File: src/hdl/pdm_consts.svh
// Timing and layout constants for the path delay measurement block.
// Assumes inclusion by bare name from design and bench files.
`ifndef PDM_CONSTS_SVH
`define PDM_CONSTS_SVH

// ****************************************
// Clock and accuracy figures
// ****************************************
`define PDM_CLK_PERIOD_PS       5000
`define PDM_DL_ACCURACY_PS      8138
`define PDM_RT_ACCURACY_PS      16276
`define PDM_DL_ACCURACY_CYC     ((`PDM_DL_ACCURACY_PS) / (`PDM_CLK_PERIOD_PS))
`define PDM_RT_ACCURACY_CYC     ((`PDM_RT_ACCURACY_PS) / (`PDM_CLK_PERIOD_PS))

// ****************************************
// Widths, fixed latencies, buffer depth and reset values
// ****************************************
`define PDM_DATA_W              32
`define PDM_RTD_W               20
`define PDM_CAL_W               4
`define PDM_RTD_RESET           20'h00000
`define PDM_RX_FIXED_LAT        4
`define PDM_TX_FIXED_LAT        3
`define PDM_EBUF_DEPTH          8
`define PDM_EBUF_AW             3

`endif

File: src/hdl/pdm_pkg.sv
// Types shared by both ends of the path delay measurement link.
// Assumes the constants header is compiled alongside.
`include "pdm_consts.svh"
package pdm_pkg;

   typedef enum logic [1:0] {
      PDM_ROLE_SLAVE    = 2'b00,
      PDM_ROLE_MASTER   = 2'b01,
      PDM_ROLE_RE_SLAVE = 2'b10
   } pdm_role_t;

   typedef enum logic [1:0] {
      PDM_RT_IDLE  = 2'b00,
      PDM_RT_COUNT = 2'b01,
      PDM_RT_DONE  = 2'b10
   } pdm_rt_state_t;

endpackage

File: src/hdl/pdm_link_if.sv
// Line interface between a measuring endpoint and its link partner.
// Assumes both ends share clk_sys_i; the bench joins them.
`timescale 1ns/1ps
`include "pdm_consts.svh"
interface pdm_link_if;
   logic [`PDM_DATA_W-1:0] dl_data;
   logic                   dl_frame;
   logic [`PDM_DATA_W-1:0] ul_data;
   logic                   ul_frame;

   modport endpoint (output dl_data, output dl_frame, input ul_data, input ul_frame);
   modport partner  (input dl_data, input dl_frame, output ul_data, output ul_frame);
endinterface

File: src/hdl/pdm_endpoint.sv
// Contract
// [RL1] Nonzero byte offset adds one receive cycle
// [RL2] Receive transceiver latency fixed per configuration
// [RL3] Receive elastic buffer adds variable delay
// [RL4] Single-trip delay inserted only as slave
// [RL5] Round-trip pipeline delay only as master
// [RL6] Transmit elastic buffer adds variable delay
// [RL7] Bitslip delay only as radio equipment slave
// [RL8] Receive delay: line frame to aux frame
// [RL9] Transmit delay: aux frame to line frame
// [RL10] Master measures frame round trip, reports it
// [RL11] Downlink delay within 8.138 ns
// [RL12] Round trip within 16.276 ns
// [RL13] Controller reads round trip periodically
// [RL14] Controller sums hops, drops inner loopbacks
// [RL15] Round trip counts cycles, updates per frame
//
// Measuring endpoint: transmit and receive paths with delay accounting.
// Assumes the partner on the link shares clk_sys_i.
`timescale 1ns/1ps
`include "pdm_consts.svh"
module pdm_endpoint
   import pdm_pkg::*;
#(
   parameter int RX_FIXED = `PDM_RX_FIXED_LAT,
   parameter int TX_FIXED = `PDM_TX_FIXED_LAT,
   parameter int CAL_W    = `PDM_CAL_W,
   parameter int RTD_W    = `PDM_RTD_W
) (
   // Clock and reset
   input  wire logic                   clk_sys_i,
   input  wire logic                   reset_n_i,
   input  wire logic                   clk_en_i,
   // Configuration
   input  wire pdm_role_t              role_i,
   input  wire logic                   st_cal_en_i,
   input  wire logic                   rt_cal_en_i,
   input  wire logic       [CAL_W-1:0] st_cal_dly_i,
   input  wire logic       [CAL_W-1:0] rt_cal_dly_i,
   input  wire logic       [CAL_W-1:0] tx_ebuf_dly_i,
   input  wire logic       [CAL_W-1:0] rx_ebuf_dly_i,
   input  wire logic       [CAL_W-1:0] bitslip_dly_i,
   input  wire logic             [1:0] byte_ofs_i,
   // Auxiliary frame port
   input  wire logic [`PDM_DATA_W-1:0] aux_tx_data_i,
   input  wire logic                   aux_tx_frame_i,
   output logic      [`PDM_DATA_W-1:0] aux_rx_data_o,
   output logic                        aux_rx_frame_o,
   // Status
   output logic                  [1:0] byte_delay_o,
   output logic            [RTD_W-1:0] round_trip_delay_o,
   output logic                        round_trip_valid_o,
   // Link
   pdm_link_if.endpoint                link
);

   localparam int DW    = `PDM_DATA_W + 1;
   localparam int DEPTH = 1 << CAL_W;

   // ****************************************
   // Variable delay line function
   // ****************************************
   function automatic logic [DW-1:0] tap(input logic [DEPTH-1:0][DW-1:0] line,
                                         input logic [CAL_W-1:0] sel,
                                         input logic [DW-1:0] head);
      tap = (sel == '0) ? head : line[sel - 1'b1];
   endfunction

   // ****************************************
   // Transmit path: fixed, elastic, bitslip
   // ****************************************
   logic [TX_FIXED-1:0][DW-1:0] tx_fix_q, tx_fix_d;
   logic [DEPTH-1:0][DW-1:0]    tx_eb_q, tx_eb_d;
   logic [DEPTH-1:0][DW-1:0]    tx_bs_q, tx_bs_d;
   logic [DW-1:0]               tx_eb_out, tx_bs_out, tx_line_q, tx_line_d;
   logic [CAL_W-1:0]            bs_sel;

   // Bitslip only for radio equipment slave
   assign bs_sel    = (role_i == PDM_ROLE_RE_SLAVE) ? bitslip_dly_i : '0; // see [RL7]
   assign tx_eb_out = tap(tx_eb_q, tx_ebuf_dly_i, tx_fix_q[TX_FIXED-1]); // see [RL6]
   assign tx_bs_out = tap(tx_bs_q, bs_sel, tx_eb_out);

   always_comb begin
      tx_fix_d  = tx_fix_q;
      tx_eb_d   = tx_eb_q;
      tx_bs_d   = tx_bs_q;
      tx_line_d = tx_line_q;
      if (clk_en_i) begin
         // Aux frame start to line frame start
         tx_fix_d[0] = {aux_tx_frame_i, aux_tx_data_i}; // see [RL9]
         for (int i = 1; i < TX_FIXED; i++) begin
            tx_fix_d[i] = tx_fix_q[i-1];
         end
         tx_eb_d[0] = tx_fix_q[TX_FIXED-1];
         tx_bs_d[0] = tx_eb_out;
         for (int i = 1; i < DEPTH; i++) begin
            tx_eb_d[i] = tx_eb_q[i-1];
            tx_bs_d[i] = tx_bs_q[i-1];
         end
         tx_line_d = tx_bs_out; // see [RL11]
      end
   end

   always_ff @(posedge clk_sys_i or negedge reset_n_i) begin
      if (!reset_n_i) begin
         tx_fix_q  <= '0;
         tx_eb_q   <= '0;
         tx_bs_q   <= '0;
         tx_line_q <= '0;
      end else begin
         tx_fix_q  <= tx_fix_d;
         tx_eb_q   <= tx_eb_d;
         tx_bs_q   <= tx_bs_d;
         tx_line_q <= tx_line_d;
      end
   end

   assign link.dl_frame = tx_line_q[`PDM_DATA_W];
   assign link.dl_data  = tx_line_q[`PDM_DATA_W-1:0];

   // ****************************************
   // Receive path: sync, fixed, elastic, byte, calibration
   // ****************************************
   logic [DW-1:0]               rx_s1_q, rx_s2_q, rx_s1_d, rx_s2_d;
   logic [RX_FIXED-1:0][DW-1:0] rx_fix_q, rx_fix_d;
   logic [DEPTH-1:0][DW-1:0]    rx_eb_q, rx_eb_d;
   logic [DW-1:0]               rx_byte_q, rx_byte_d;
   logic [DEPTH-1:0][DW-1:0]    rx_cal_q, rx_cal_d;
   logic [DW-1:0]               rx_eb_out, rx_by_out, rx_cal_out, aux_q, aux_d;
   logic [CAL_W-1:0]            cal_sel;
   logic [1:0]                  byte_q, byte_d;

   // Calibration delay chosen by role
   always_comb begin
      cal_sel = '0;
      if (st_cal_en_i && role_i != PDM_ROLE_MASTER) begin
         cal_sel = st_cal_dly_i; // see [RL4]
      end else if (rt_cal_en_i && role_i == PDM_ROLE_MASTER) begin
         cal_sel = rt_cal_dly_i; // see [RL5]
      end
   end

   assign rx_eb_out  = tap(rx_eb_q, rx_ebuf_dly_i, rx_fix_q[RX_FIXED-1]); // see [RL3]
   // Extra cycle when byte offset nonzero
   assign rx_by_out  = (byte_q != 2'h0) ? rx_byte_q : rx_eb_out; // see [RL1]
   assign rx_cal_out = tap(rx_cal_q, cal_sel, rx_by_out);

   always_comb begin
      rx_s1_d   = rx_s1_q;
      rx_s2_d   = rx_s2_q;
      rx_fix_d  = rx_fix_q;
      rx_eb_d   = rx_eb_q;
      rx_byte_d = rx_byte_q;
      rx_cal_d  = rx_cal_q;
      aux_d     = aux_q;
      byte_d    = byte_q;
      if (clk_en_i) begin
         rx_s1_d     = {link.ul_frame, link.ul_data};
         rx_s2_d     = rx_s1_q;
         // Fixed transceiver latency
         rx_fix_d[0] = rx_s2_q; // see [RL2]
         for (int i = 1; i < RX_FIXED; i++) begin
            rx_fix_d[i] = rx_fix_q[i-1];
         end
         rx_eb_d[0]  = rx_fix_q[RX_FIXED-1];
         rx_cal_d[0] = rx_by_out;
         for (int i = 1; i < DEPTH; i++) begin
            rx_eb_d[i]  = rx_eb_q[i-1];
            rx_cal_d[i] = rx_cal_q[i-1];
         end
         rx_byte_d = rx_eb_out;
         byte_d    = byte_ofs_i;
         // Line frame start to aux frame start
         aux_d     = rx_cal_out; // see [RL8]
      end
   end

   always_ff @(posedge clk_sys_i or negedge reset_n_i) begin
      if (!reset_n_i) begin
         rx_s1_q   <= '0;
         rx_s2_q   <= '0;
         rx_fix_q  <= '0;
         rx_eb_q   <= '0;
         rx_byte_q <= '0;
         rx_cal_q  <= '0;
         aux_q     <= '0;
         byte_q    <= 2'h0;
      end else begin
         rx_s1_q   <= rx_s1_d;
         rx_s2_q   <= rx_s2_d;
         rx_fix_q  <= rx_fix_d;
         rx_eb_q   <= rx_eb_d;
         rx_byte_q <= rx_byte_d;
         rx_cal_q  <= rx_cal_d;
         aux_q     <= aux_d;
         byte_q    <= byte_d;
      end
   end

   assign aux_rx_data_o  = aux_q[`PDM_DATA_W-1:0];
   assign aux_rx_frame_o = aux_q[`PDM_DATA_W];
   assign byte_delay_o   = byte_q;

   // ****************************************
   // Round-trip measurement
   // ****************************************
   pdm_rt_state_t    st_q, st_d;
   logic [RTD_W-1:0] cnt_q, cnt_d, rtd_q, rtd_d;
   logic             vld_q, vld_d;
   logic             tx_sap, rx_sap;

   assign tx_sap = tx_line_d[`PDM_DATA_W] && clk_en_i;
   assign rx_sap = aux_d[`PDM_DATA_W] && clk_en_i;

   always_comb begin
      st_d  = st_q;
      cnt_d = cnt_q;
      rtd_d = rtd_q;
      vld_d = vld_q;
      if (clk_en_i) begin
         vld_d = 1'b0;
         case (st_q)
            PDM_RT_IDLE: begin
               if (tx_sap && role_i == PDM_ROLE_MASTER) begin // see [RL10]
                  cnt_d = '0;
                  st_d  = PDM_RT_COUNT;
               end
            end
            PDM_RT_COUNT: begin
               // Whole core cycles, saturating
               if (cnt_q != '1) begin
                  cnt_d = cnt_q + 1'b1; // see [RL12] [RL15]
               end
               if (rx_sap) begin
                  st_d = PDM_RT_DONE;
               end
            end
            PDM_RT_DONE: begin
               // One update per measured frame
               rtd_d = cnt_q; // see [RL10] [RL15]
               vld_d = 1'b1;
               st_d  = PDM_RT_IDLE;
            end
            default: begin
               st_d = PDM_RT_IDLE;
            end
         endcase
      end
   end

   always_ff @(posedge clk_sys_i or negedge reset_n_i) begin
      if (!reset_n_i) begin
         st_q  <= PDM_RT_IDLE;
         cnt_q <= '0;
         rtd_q <= `PDM_RTD_RESET;
         vld_q <= 1'b0;
      end else begin
         st_q  <= st_d;
         cnt_q <= cnt_d;
         rtd_q <= rtd_d;
         vld_q <= vld_d;
      end
   end

   assign round_trip_delay_o = rtd_q;
   assign round_trip_valid_o = vld_q;

endmodule

File: src/flat_wrapper.sv
// flat-port wrapper written by rule: the top's interface ports become plain ports
module pdm_endpoint_flat import pdm_pkg::*;
#(
   parameter int RX_FIXED = `PDM_RX_FIXED_LAT,
   parameter int TX_FIXED = `PDM_TX_FIXED_LAT,
   parameter int CAL_W    = `PDM_CAL_W,
   parameter int RTD_W    = `PDM_RTD_W
)
  (clk_sys_i, reset_n_i, clk_en_i, role_i, st_cal_en_i, rt_cal_en_i, st_cal_dly_i, rt_cal_dly_i, tx_ebuf_dly_i, rx_ebuf_dly_i, bitslip_dly_i, byte_ofs_i, aux_tx_data_i, aux_tx_frame_i, aux_rx_data_o, aux_rx_frame_o, byte_delay_o, round_trip_delay_o, round_trip_valid_o, link_dl_data, link_dl_frame, link_ul_data, link_ul_frame);
  pdm_link_if link_i ();
  input  wire logic clk_sys_i;
  input  wire logic reset_n_i;
  input  wire logic clk_en_i;
  input  wire pdm_role_t role_i;
  input  wire logic st_cal_en_i;
  input  wire logic rt_cal_en_i;
  input  wire logic       [CAL_W-1:0] st_cal_dly_i;
  input  wire logic       [CAL_W-1:0] rt_cal_dly_i;
  input  wire logic       [CAL_W-1:0] tx_ebuf_dly_i;
  input  wire logic       [CAL_W-1:0] rx_ebuf_dly_i;
  input  wire logic       [CAL_W-1:0] bitslip_dly_i;
  input  wire logic             [1:0] byte_ofs_i;
  input  wire logic [`PDM_DATA_W-1:0] aux_tx_data_i;
  input  wire logic aux_tx_frame_i;
  output logic      [`PDM_DATA_W-1:0] aux_rx_data_o;
  output logic aux_rx_frame_o;
  output logic                  [1:0] byte_delay_o;
  output logic            [RTD_W-1:0] round_trip_delay_o;
  output logic round_trip_valid_o;
  output wire logic [$bits(link_i.dl_data)-1:0] link_dl_data;
  output wire logic [$bits(link_i.dl_frame)-1:0] link_dl_frame;
  input wire logic [$bits(link_i.ul_data)-1:0] link_ul_data;
  input wire logic [$bits(link_i.ul_frame)-1:0] link_ul_frame;
  assign link_dl_data = link_i.dl_data;
  assign link_dl_frame = link_i.dl_frame;
  assign link_i.ul_data = link_ul_data;
  assign link_i.ul_frame = link_ul_frame;
  pdm_endpoint #(.RX_FIXED(RX_FIXED), .TX_FIXED(TX_FIXED), .CAL_W(CAL_W), .RTD_W(RTD_W)) u_core (.clk_sys_i(clk_sys_i), .reset_n_i(reset_n_i), .clk_en_i(clk_en_i), .role_i(role_i), .st_cal_en_i(st_cal_en_i), .rt_cal_en_i(rt_cal_en_i), .st_cal_dly_i(st_cal_dly_i), .rt_cal_dly_i(rt_cal_dly_i), .tx_ebuf_dly_i(tx_ebuf_dly_i), .rx_ebuf_dly_i(rx_ebuf_dly_i), .bitslip_dly_i(bitslip_dly_i), .byte_ofs_i(byte_ofs_i), .aux_tx_data_i(aux_tx_data_i), .aux_tx_frame_i(aux_tx_frame_i), .aux_rx_data_o(aux_rx_data_o), .aux_rx_frame_o(aux_rx_frame_o), .byte_delay_o(byte_delay_o), .round_trip_delay_o(round_trip_delay_o), .round_trip_valid_o(round_trip_valid_o), .link(link_i));
endmodule
File: config.mk
export PLATFORM = sky130hd
export DESIGN_NAME = pdm_endpoint_flat
export DESIGN_NICKNAME = d
export VERILOG_FILES = /design/src/hdl/pdm_pkg.sv /design/src/hdl/pdm_link_if.sv /design/src/hdl/pdm_endpoint.sv /design/src/flat_wrapper.sv
export VERILOG_INCLUDE_DIRS = /design/src /design/src/hdl
export SDC_FILE = /design/constraint.sdc
export NUM_CORES = 2
export LEC_CHECK = 0
export BUFFER_PORTS_ARGS = -buffer_cell sky130_fd_sc_hd__buf_2
export CORE_MARGIN = 3
export CORE_UTILIZATION = 40
export DETAILED_ROUTE_END_ITERATION = 12
export GPL_TIMING_DRIVEN = 0
export PLACE_DENSITY = 0.55
export SLEW_MARGIN = 30
export SYNTH_ARGS = -nofsm -noshare
export SYNTH_HDL_FRONTEND = slang
export SYNTH_SLANG_ARGS = --single-unit
File: constraint.sdc
create_clock -name clk_sys_i -period 2.3 [get_ports clk_sys_i]
set_input_delay 0.115 -clock clk_sys_i [delete_from_list [all_inputs] [get_ports clk_sys_i]]
set_output_delay 0.115 -clock clk_sys_i [all_outputs]
set_load 0.005 [all_outputs]
# Word-level counts from Yosys, hierarchy flattened
# Index checks and enable logic that the tools add are counted.
# word_totals
reg_bits	2553
latch_bits	0
ram_bits	0
romBits	0
inputBits	95
out_inout_bits	89
wordCells	141
memories	0
# classes
addsub	5
multipliers	0
n_div	0
n_lt_le_gt_ge	4
eq_ne	9
shifts	0
muxes	25
n_bitwise	0
n_reduce_logical	15
# ops
op	count
$bmux 33 s4	4
$mux 33	11
$mux 20	2
$pmux 20 s2	1
$add 20x1->20 const B	1
$lt 4x5->1 const B	4
$ne 20x20->1 const B	1
$logic_not 4->1	4
$sub 4x1->4 const B	4
$mux 4	3
$ne 2x1->1 const B	4
$logic_and 1x1->1	5
$eq 2x1->1 const B	2
$eq 2x2->1 const B	2
$mux 2	2
$pmux 2 s2	1
$reduce_and 4->1	1
$reduce_bool 2->1	2
$reduce_and 3->1	1
$logic_not 2->1	1
$reduce_and 2->1	1
$mux 1	1

# Logic depth before layout (Yosys ltp)
# depth
ltp_word	12
depth_mapped	15
depth_no_buf	9

# Worst setup path after synthesis
# Ideal clock, no wire load.
# synth_path
path_kind	in2reg
from	input port tx_ebuf_dly_i[0]
to	register u_core.tx_line_q[11]
setup_time_ps	137
t_arrival_ps	3308
t_required_ps	2163
path_slack_ps	-1145
path_stages	14
path_buffers	6
cell_sequence	buf_2 -> buf_4 -> buf_2 -> inv_1 -> ha_1 -> clkbuf_1 -> clkbuf_1 -> clkbuf_1 -> mux4_2 -> mux4_2 -> mux2i_1 -> nor2_1 -> a21oi_1 -> a21oi_1
# synth_via
elab_chain_cells	5
word_cells_on_any_way	6
classes_between	add/sub (1); mux (4); reduce/logical (1)
# synth_lines
item	line_no	rtl
start, declared	flat_wrapper.sv:19	input wire logic [CAL_W-1:0] tx_ebuf_dly_i;
$sub 4x1->4	pdm_endpoint.sv:66	tap = (sel == '0) ? head : line[sel - 1'b1];
$bmux 33 s4	pdm_endpoint.sv:66	
$mux 33 (implied by the code)	pdm_endpoint.sv:66	
$mux 33 (*) (2 in a row)	pdm_endpoint.sv:66	
end signal, assigned	pdm_endpoint.sv:114	tx_line_q <= tx_line_d;
end, declared	pdm_endpoint.sv:75	logic [DW-1:0] tx_eb_out, tx_bs_out, tx_line_q, tx_line_d;
# Every way passes the cells marked *; elsewhere a longest branch is shown, timed or not. The select of a mux whose other input is x is not followed.
# A chain may end at the register's enable or synchronous reset.

# Final worst setup path
# layout_path
from	register u_core.tx_eb_q[32] (netlist bit)
to	register u_core.cnt_q[9]
# layout_via
elab_chain_cells	9
# layout_lines
item	line_no	rtl
start, declared	pdm_endpoint.sv:73	logic [DEPTH-1:0][DW-1:0] tx_eb_q, tx_eb_d;
start signal, assigned	pdm_endpoint.sv:112	tx_eb_q <= tx_eb_d;
$bmux 33 s4	pdm_endpoint.sv:66	
$mux 33 (implied by the code)	pdm_endpoint.sv:66	
$mux 33 (2 in a row)	pdm_endpoint.sv:66	
$mux 33	pdm_endpoint.sv:88	if (clk_en_i) begin
$logic_and 1x1->1	pdm_endpoint.sv:212	assign tx_sap = tx_line_d[`PDM_DATA_W] && clk_en_i;
$logic_and 1x1->1	pdm_endpoint.sv:224	if (tx_sap && role_i == PDM_ROLE_MASTER) begin
$ne 2x1->1 (no source line)	n/a	
$reduce_and 4->1 (no source line)	n/a	
end signal, assigned	pdm_endpoint.sv:259	cnt_q <= cnt_d;
end, declared	pdm_endpoint.sv:208	logic [RTD_W-1:0] cnt_q, cnt_d, rtd_q, rtd_d;
# No other way between the ends. The select of a mux whose other input is x is not followed.

==> reports/metrics.csv <==
stage,metric,value,unit
status,status,finished with violations,
status,violated checks,setup timing,
timing,count of final max-slew check failures,0,
place,GP Congestion,0.796,
synthesis,Synth Area in Adders,0.0780,%
floorplan,I/O pin total,184,
clocking,clk_lat worst skew,0.85,ns
floorplan,die area,287000,µm²
pwr,Leak,55.6,nW
floorplan,core area,278000,µm²
detailed_routing,routed len/inst,26.2,µm
timing,clock period minus worst slack,2.36,ns
timing,normalized max-slew margin,32.4,%
timing,fin crit share,103,%
timing,clk_skew,0.0284,ns
cells_and_area,non-filler cells in the finished layout,11600,
detailed_routing,vias,63400,
cells_and_area,post-route cell area,134000,µm²
synthesis,largest area contributor in the netlist,dfrtp_1,
synthesis,Synth cell types,52,
cells_and_area,Nets,7760,
cells_and_area,post-route core utilization,48.3,%
synthesis,Synth Register Bits,2553,
critical_path,Worst Path Arrival,3.09,ns
timing,Final Hold Viols,0,
synthesis,synth top area cells,"dfrtp_1 (57%), mux2_2 (24%), mux4_2 (12%)",
clocking,H-tree levels,5,
clocking,clock root buffer,clkbuf_16,
pwr,Power Density,1300,nW/µm²
synthesis,Main synth FF type,dfrtp_1,
detailed_routing,WL final,303,mm
flow_run,Max Cap Viol,0,
place,DP HPWL,212,mm
grt,initial antenna violation count,13,
grt,vias in the first global route,67600,
critical_path,CP max FO,8,
floorplan,Die Y,536,µm
grt,largest net degree at the start of global routing,124,
detailed_routing,First-pass DRT Iterations,5,
detailed_routing,DRC viols,0,
synthesis,xor/xnor share of the synthesized area,0.0602,%
synthesis,sequential cell area fraction in the yosys report,56.9,%
clocking,clock-pin slew on the worst setup and hold paths,0.06,ns
detailed_routing,Post-DRT Antenna Nets,0,
critical_path,Worst Path Required,3.03,ns
grt,total grt overflow,0,
hold_path,HP Class,primary input to flop,
synthesis,"Net Count, Synth",7040,
cells_and_area,layout cells sized above 1,54.4,%
synthesis,Compound-Gate Fraction of Synth Area,1.45,%
clocking,cts bufs inserted,295,
synthesis,portion of netlist area occupied by mux cells,38.2,%
timing,setup slack after layout,-0.0603,ns
clocking,Clock Sinks,2553,
place,dpl cells,10900,
floorplan,FP Rows,193,
timing,Fmax,424,MHz
floorplan,Die X,536,µm
detailed_routing,Via density,5.47,
floorplan,Starting Density,40.4,%
detailed_routing,drt initial violations,3629,
synthesis,Post-Syn Instances,6938,
synthesis,"EDFF count, synth",0,
synthesis,simple logic cell fraction of the synthesized area,1.46,%
synthesis,asr flop ratio synth,100,%
grt,gr usage total,21.1,%
clocking,CTS tree,built,
critical_path,Crit Path Category,flop to flop,
cells_and_area,"commonest non-fill, non-tap cell in the layout",dfrtp_1,
cells_and_area,Layout area overhead,19.6,%
synthesis,synthesized area,112000,µm²
clocking,Clock Tree Buf Depth,4,
grt,first-pass GRT wire length,454,mm
place,dpl cell area,120000,µm²
timing,RSZ-0062 raised after global routing,true,
synthesis,largest family of logic cells by synthesized area,multiplexers,
timing,Final setup viols,16,
timing,Least-Margin Pin Slew,1.01,ns
pwr,Peak supply drop,541,µV
pwr,total power,174,mW
cells_and_area,most frequent cells in the layout,"dfrtp_1 (2,550), mux2_2 (2,403), mux4_2 (592)",
synthesis,warning count from the yosys run,0,
critical_path,CP Capture Type,flop,
critical_path,crit path launch type,flop,
place,port bufs,180,
synthesis,Avg Inst Size Synth,16.2,µm²
synthesis,Yosys top cell area share,56.9,%
-- metal layers --
| layer | global-route usage [%] | share of wire (%) | vias up |
|---|---|---|---|
| li1 | - | - | 27400 |
| met3 | 2.86 | 3.9 | 402 |
| met4 | 6.19 | 3.0 | 0 |
| met5 | 0 | 0 | - |
| met2 | 33.4 | 47 | 1075 |
| met1 | 30.3 | 46 | 34500 |
-- report_power, final --
part | switching (mW) | leakage (nW) | internal, mW
logic | 18.4 | 20.5 | 29.3
clock network | 18.7 | 4.77 | 28.4
registers | 14.7 | 30.4 | 65.0
-- cell usage after synthesis, types with 13 or more instances --
library cell	count
nand2_1	98
a31oi_1	32
mux4_2	592
mux2i_1	215
a21oi_1	169
o21ai_0	13
dfrtp_1	2553
clkbuf_1	383
nand2b_1	13
mux2_2	2430
buf_1	18
buf_2	72
o211ai_2	25
nor2_1	202
-- worst paths after layout --
| kind | slack [ns] | depth (start not counted) | end | start |
|---|---|---|---|---|
| min | 0.07 | 3 | u_core.tx_fix_q[5]$_DFFE_PN0P_ | aux_tx_data_i[5] |
| min in group asynchronous | 0.12 | 8 | u_core.rx_eb_q[208]$_DFFE_PN0P_ | reset_n_i |
| min reg2reg | 0.49 | 2 | u_core.round_trip_delay_o[16]$_DFFE_PN0P_ | u_core.round_trip_delay_o[16]$_DFFE_PN0P_ |
| max | -0.06 | 9 | u_core.cnt_q[9]$_DFFE_PN0P_ | u_core.tx_eb_q[32]$_DFFE_PN0P_ |
| max in group asynchronous | 0.22 | 12 | u_core.rx_cal_q[497]$_DFFE_PN0P_ | reset_n_i |
| max reg2reg | -0.06 | 9 | u_core.cnt_q[9]$_DFFE_PN0P_ | u_core.tx_eb_q[32]$_DFFE_PN0P_ |
-- timing repair --
action	CTS	global route
setup endpoints to repair	1189	374
setup buffers	60	31
gates resized for setup	359	111
hold buffers	113	0
gates cloned	14	5
endpoints found under the hold margin	503	0
pin swaps	32	23
-- critical path, cell delays in order (launching register included) --
cell,delay (ns)
dfrtp_1,0.40
mux4_2,0.48
mux2i_1,0.19
mux2_4,0.20
o21ai_4,0.13
a31oi_4,0.36
buf_4,0.19
buf_12,0.13
nor4_4,0.04
mux2i_1,0.13
-- layout make-up --
| class | count | area (µm²) |
|---|---|---|
| inverters | 14 | 65.1 |
| diodes | 7 | 17.5 |
| multi-input cells | 3881 | 48300 |
| flip-flops and latches | 2553 | 63900 |
| clock inverters | 60 | 771 |
| clock buffers | 446 | 8910 |
| well taps | 3705 | 4640 |
| fillers | 23600 | 144000 |
| repair buffers | 429 | 4410 |
| plain buffers | 484 | 3190 |
-- kinds of logic after synthesis --
group,count (synthesis)
DFF,2553
adders and majority gates,7
and+or+nand+nor,367
muxes,3238
AOI/OAI and AO/OA,263
buffers and inverters,504
xor gates and xnor gates,6
-- sequential cells by signal, indices dropped and copies added (netlist names), 99 cells and up --
register and count:
u_core.tx_bs_q 528, u_core.tx_fix_q 99, u_core.rx_eb_q 528, u_core.rx_cal_q 528, u_core.rx_fix_q 132, u_core.tx_eb_q 528
-- per-stage QoR --
step	hold slack, ns	TNS (ns)	worst slack, ns
3_5_place_dp	0.0342	-3189.51	-2.22
4_1_cts	0.00287	-5.79	-0.0855
6_report	0.0739	-0.442	-0.0603
2_1_floorplan	-0.181	-21.82	-0.301
3_3_place_gp	0.348	-	-56.02
5_1_grt	0.0547	-2.06	-0.139
Note: power is estimated with default switching activity, not from simulation.
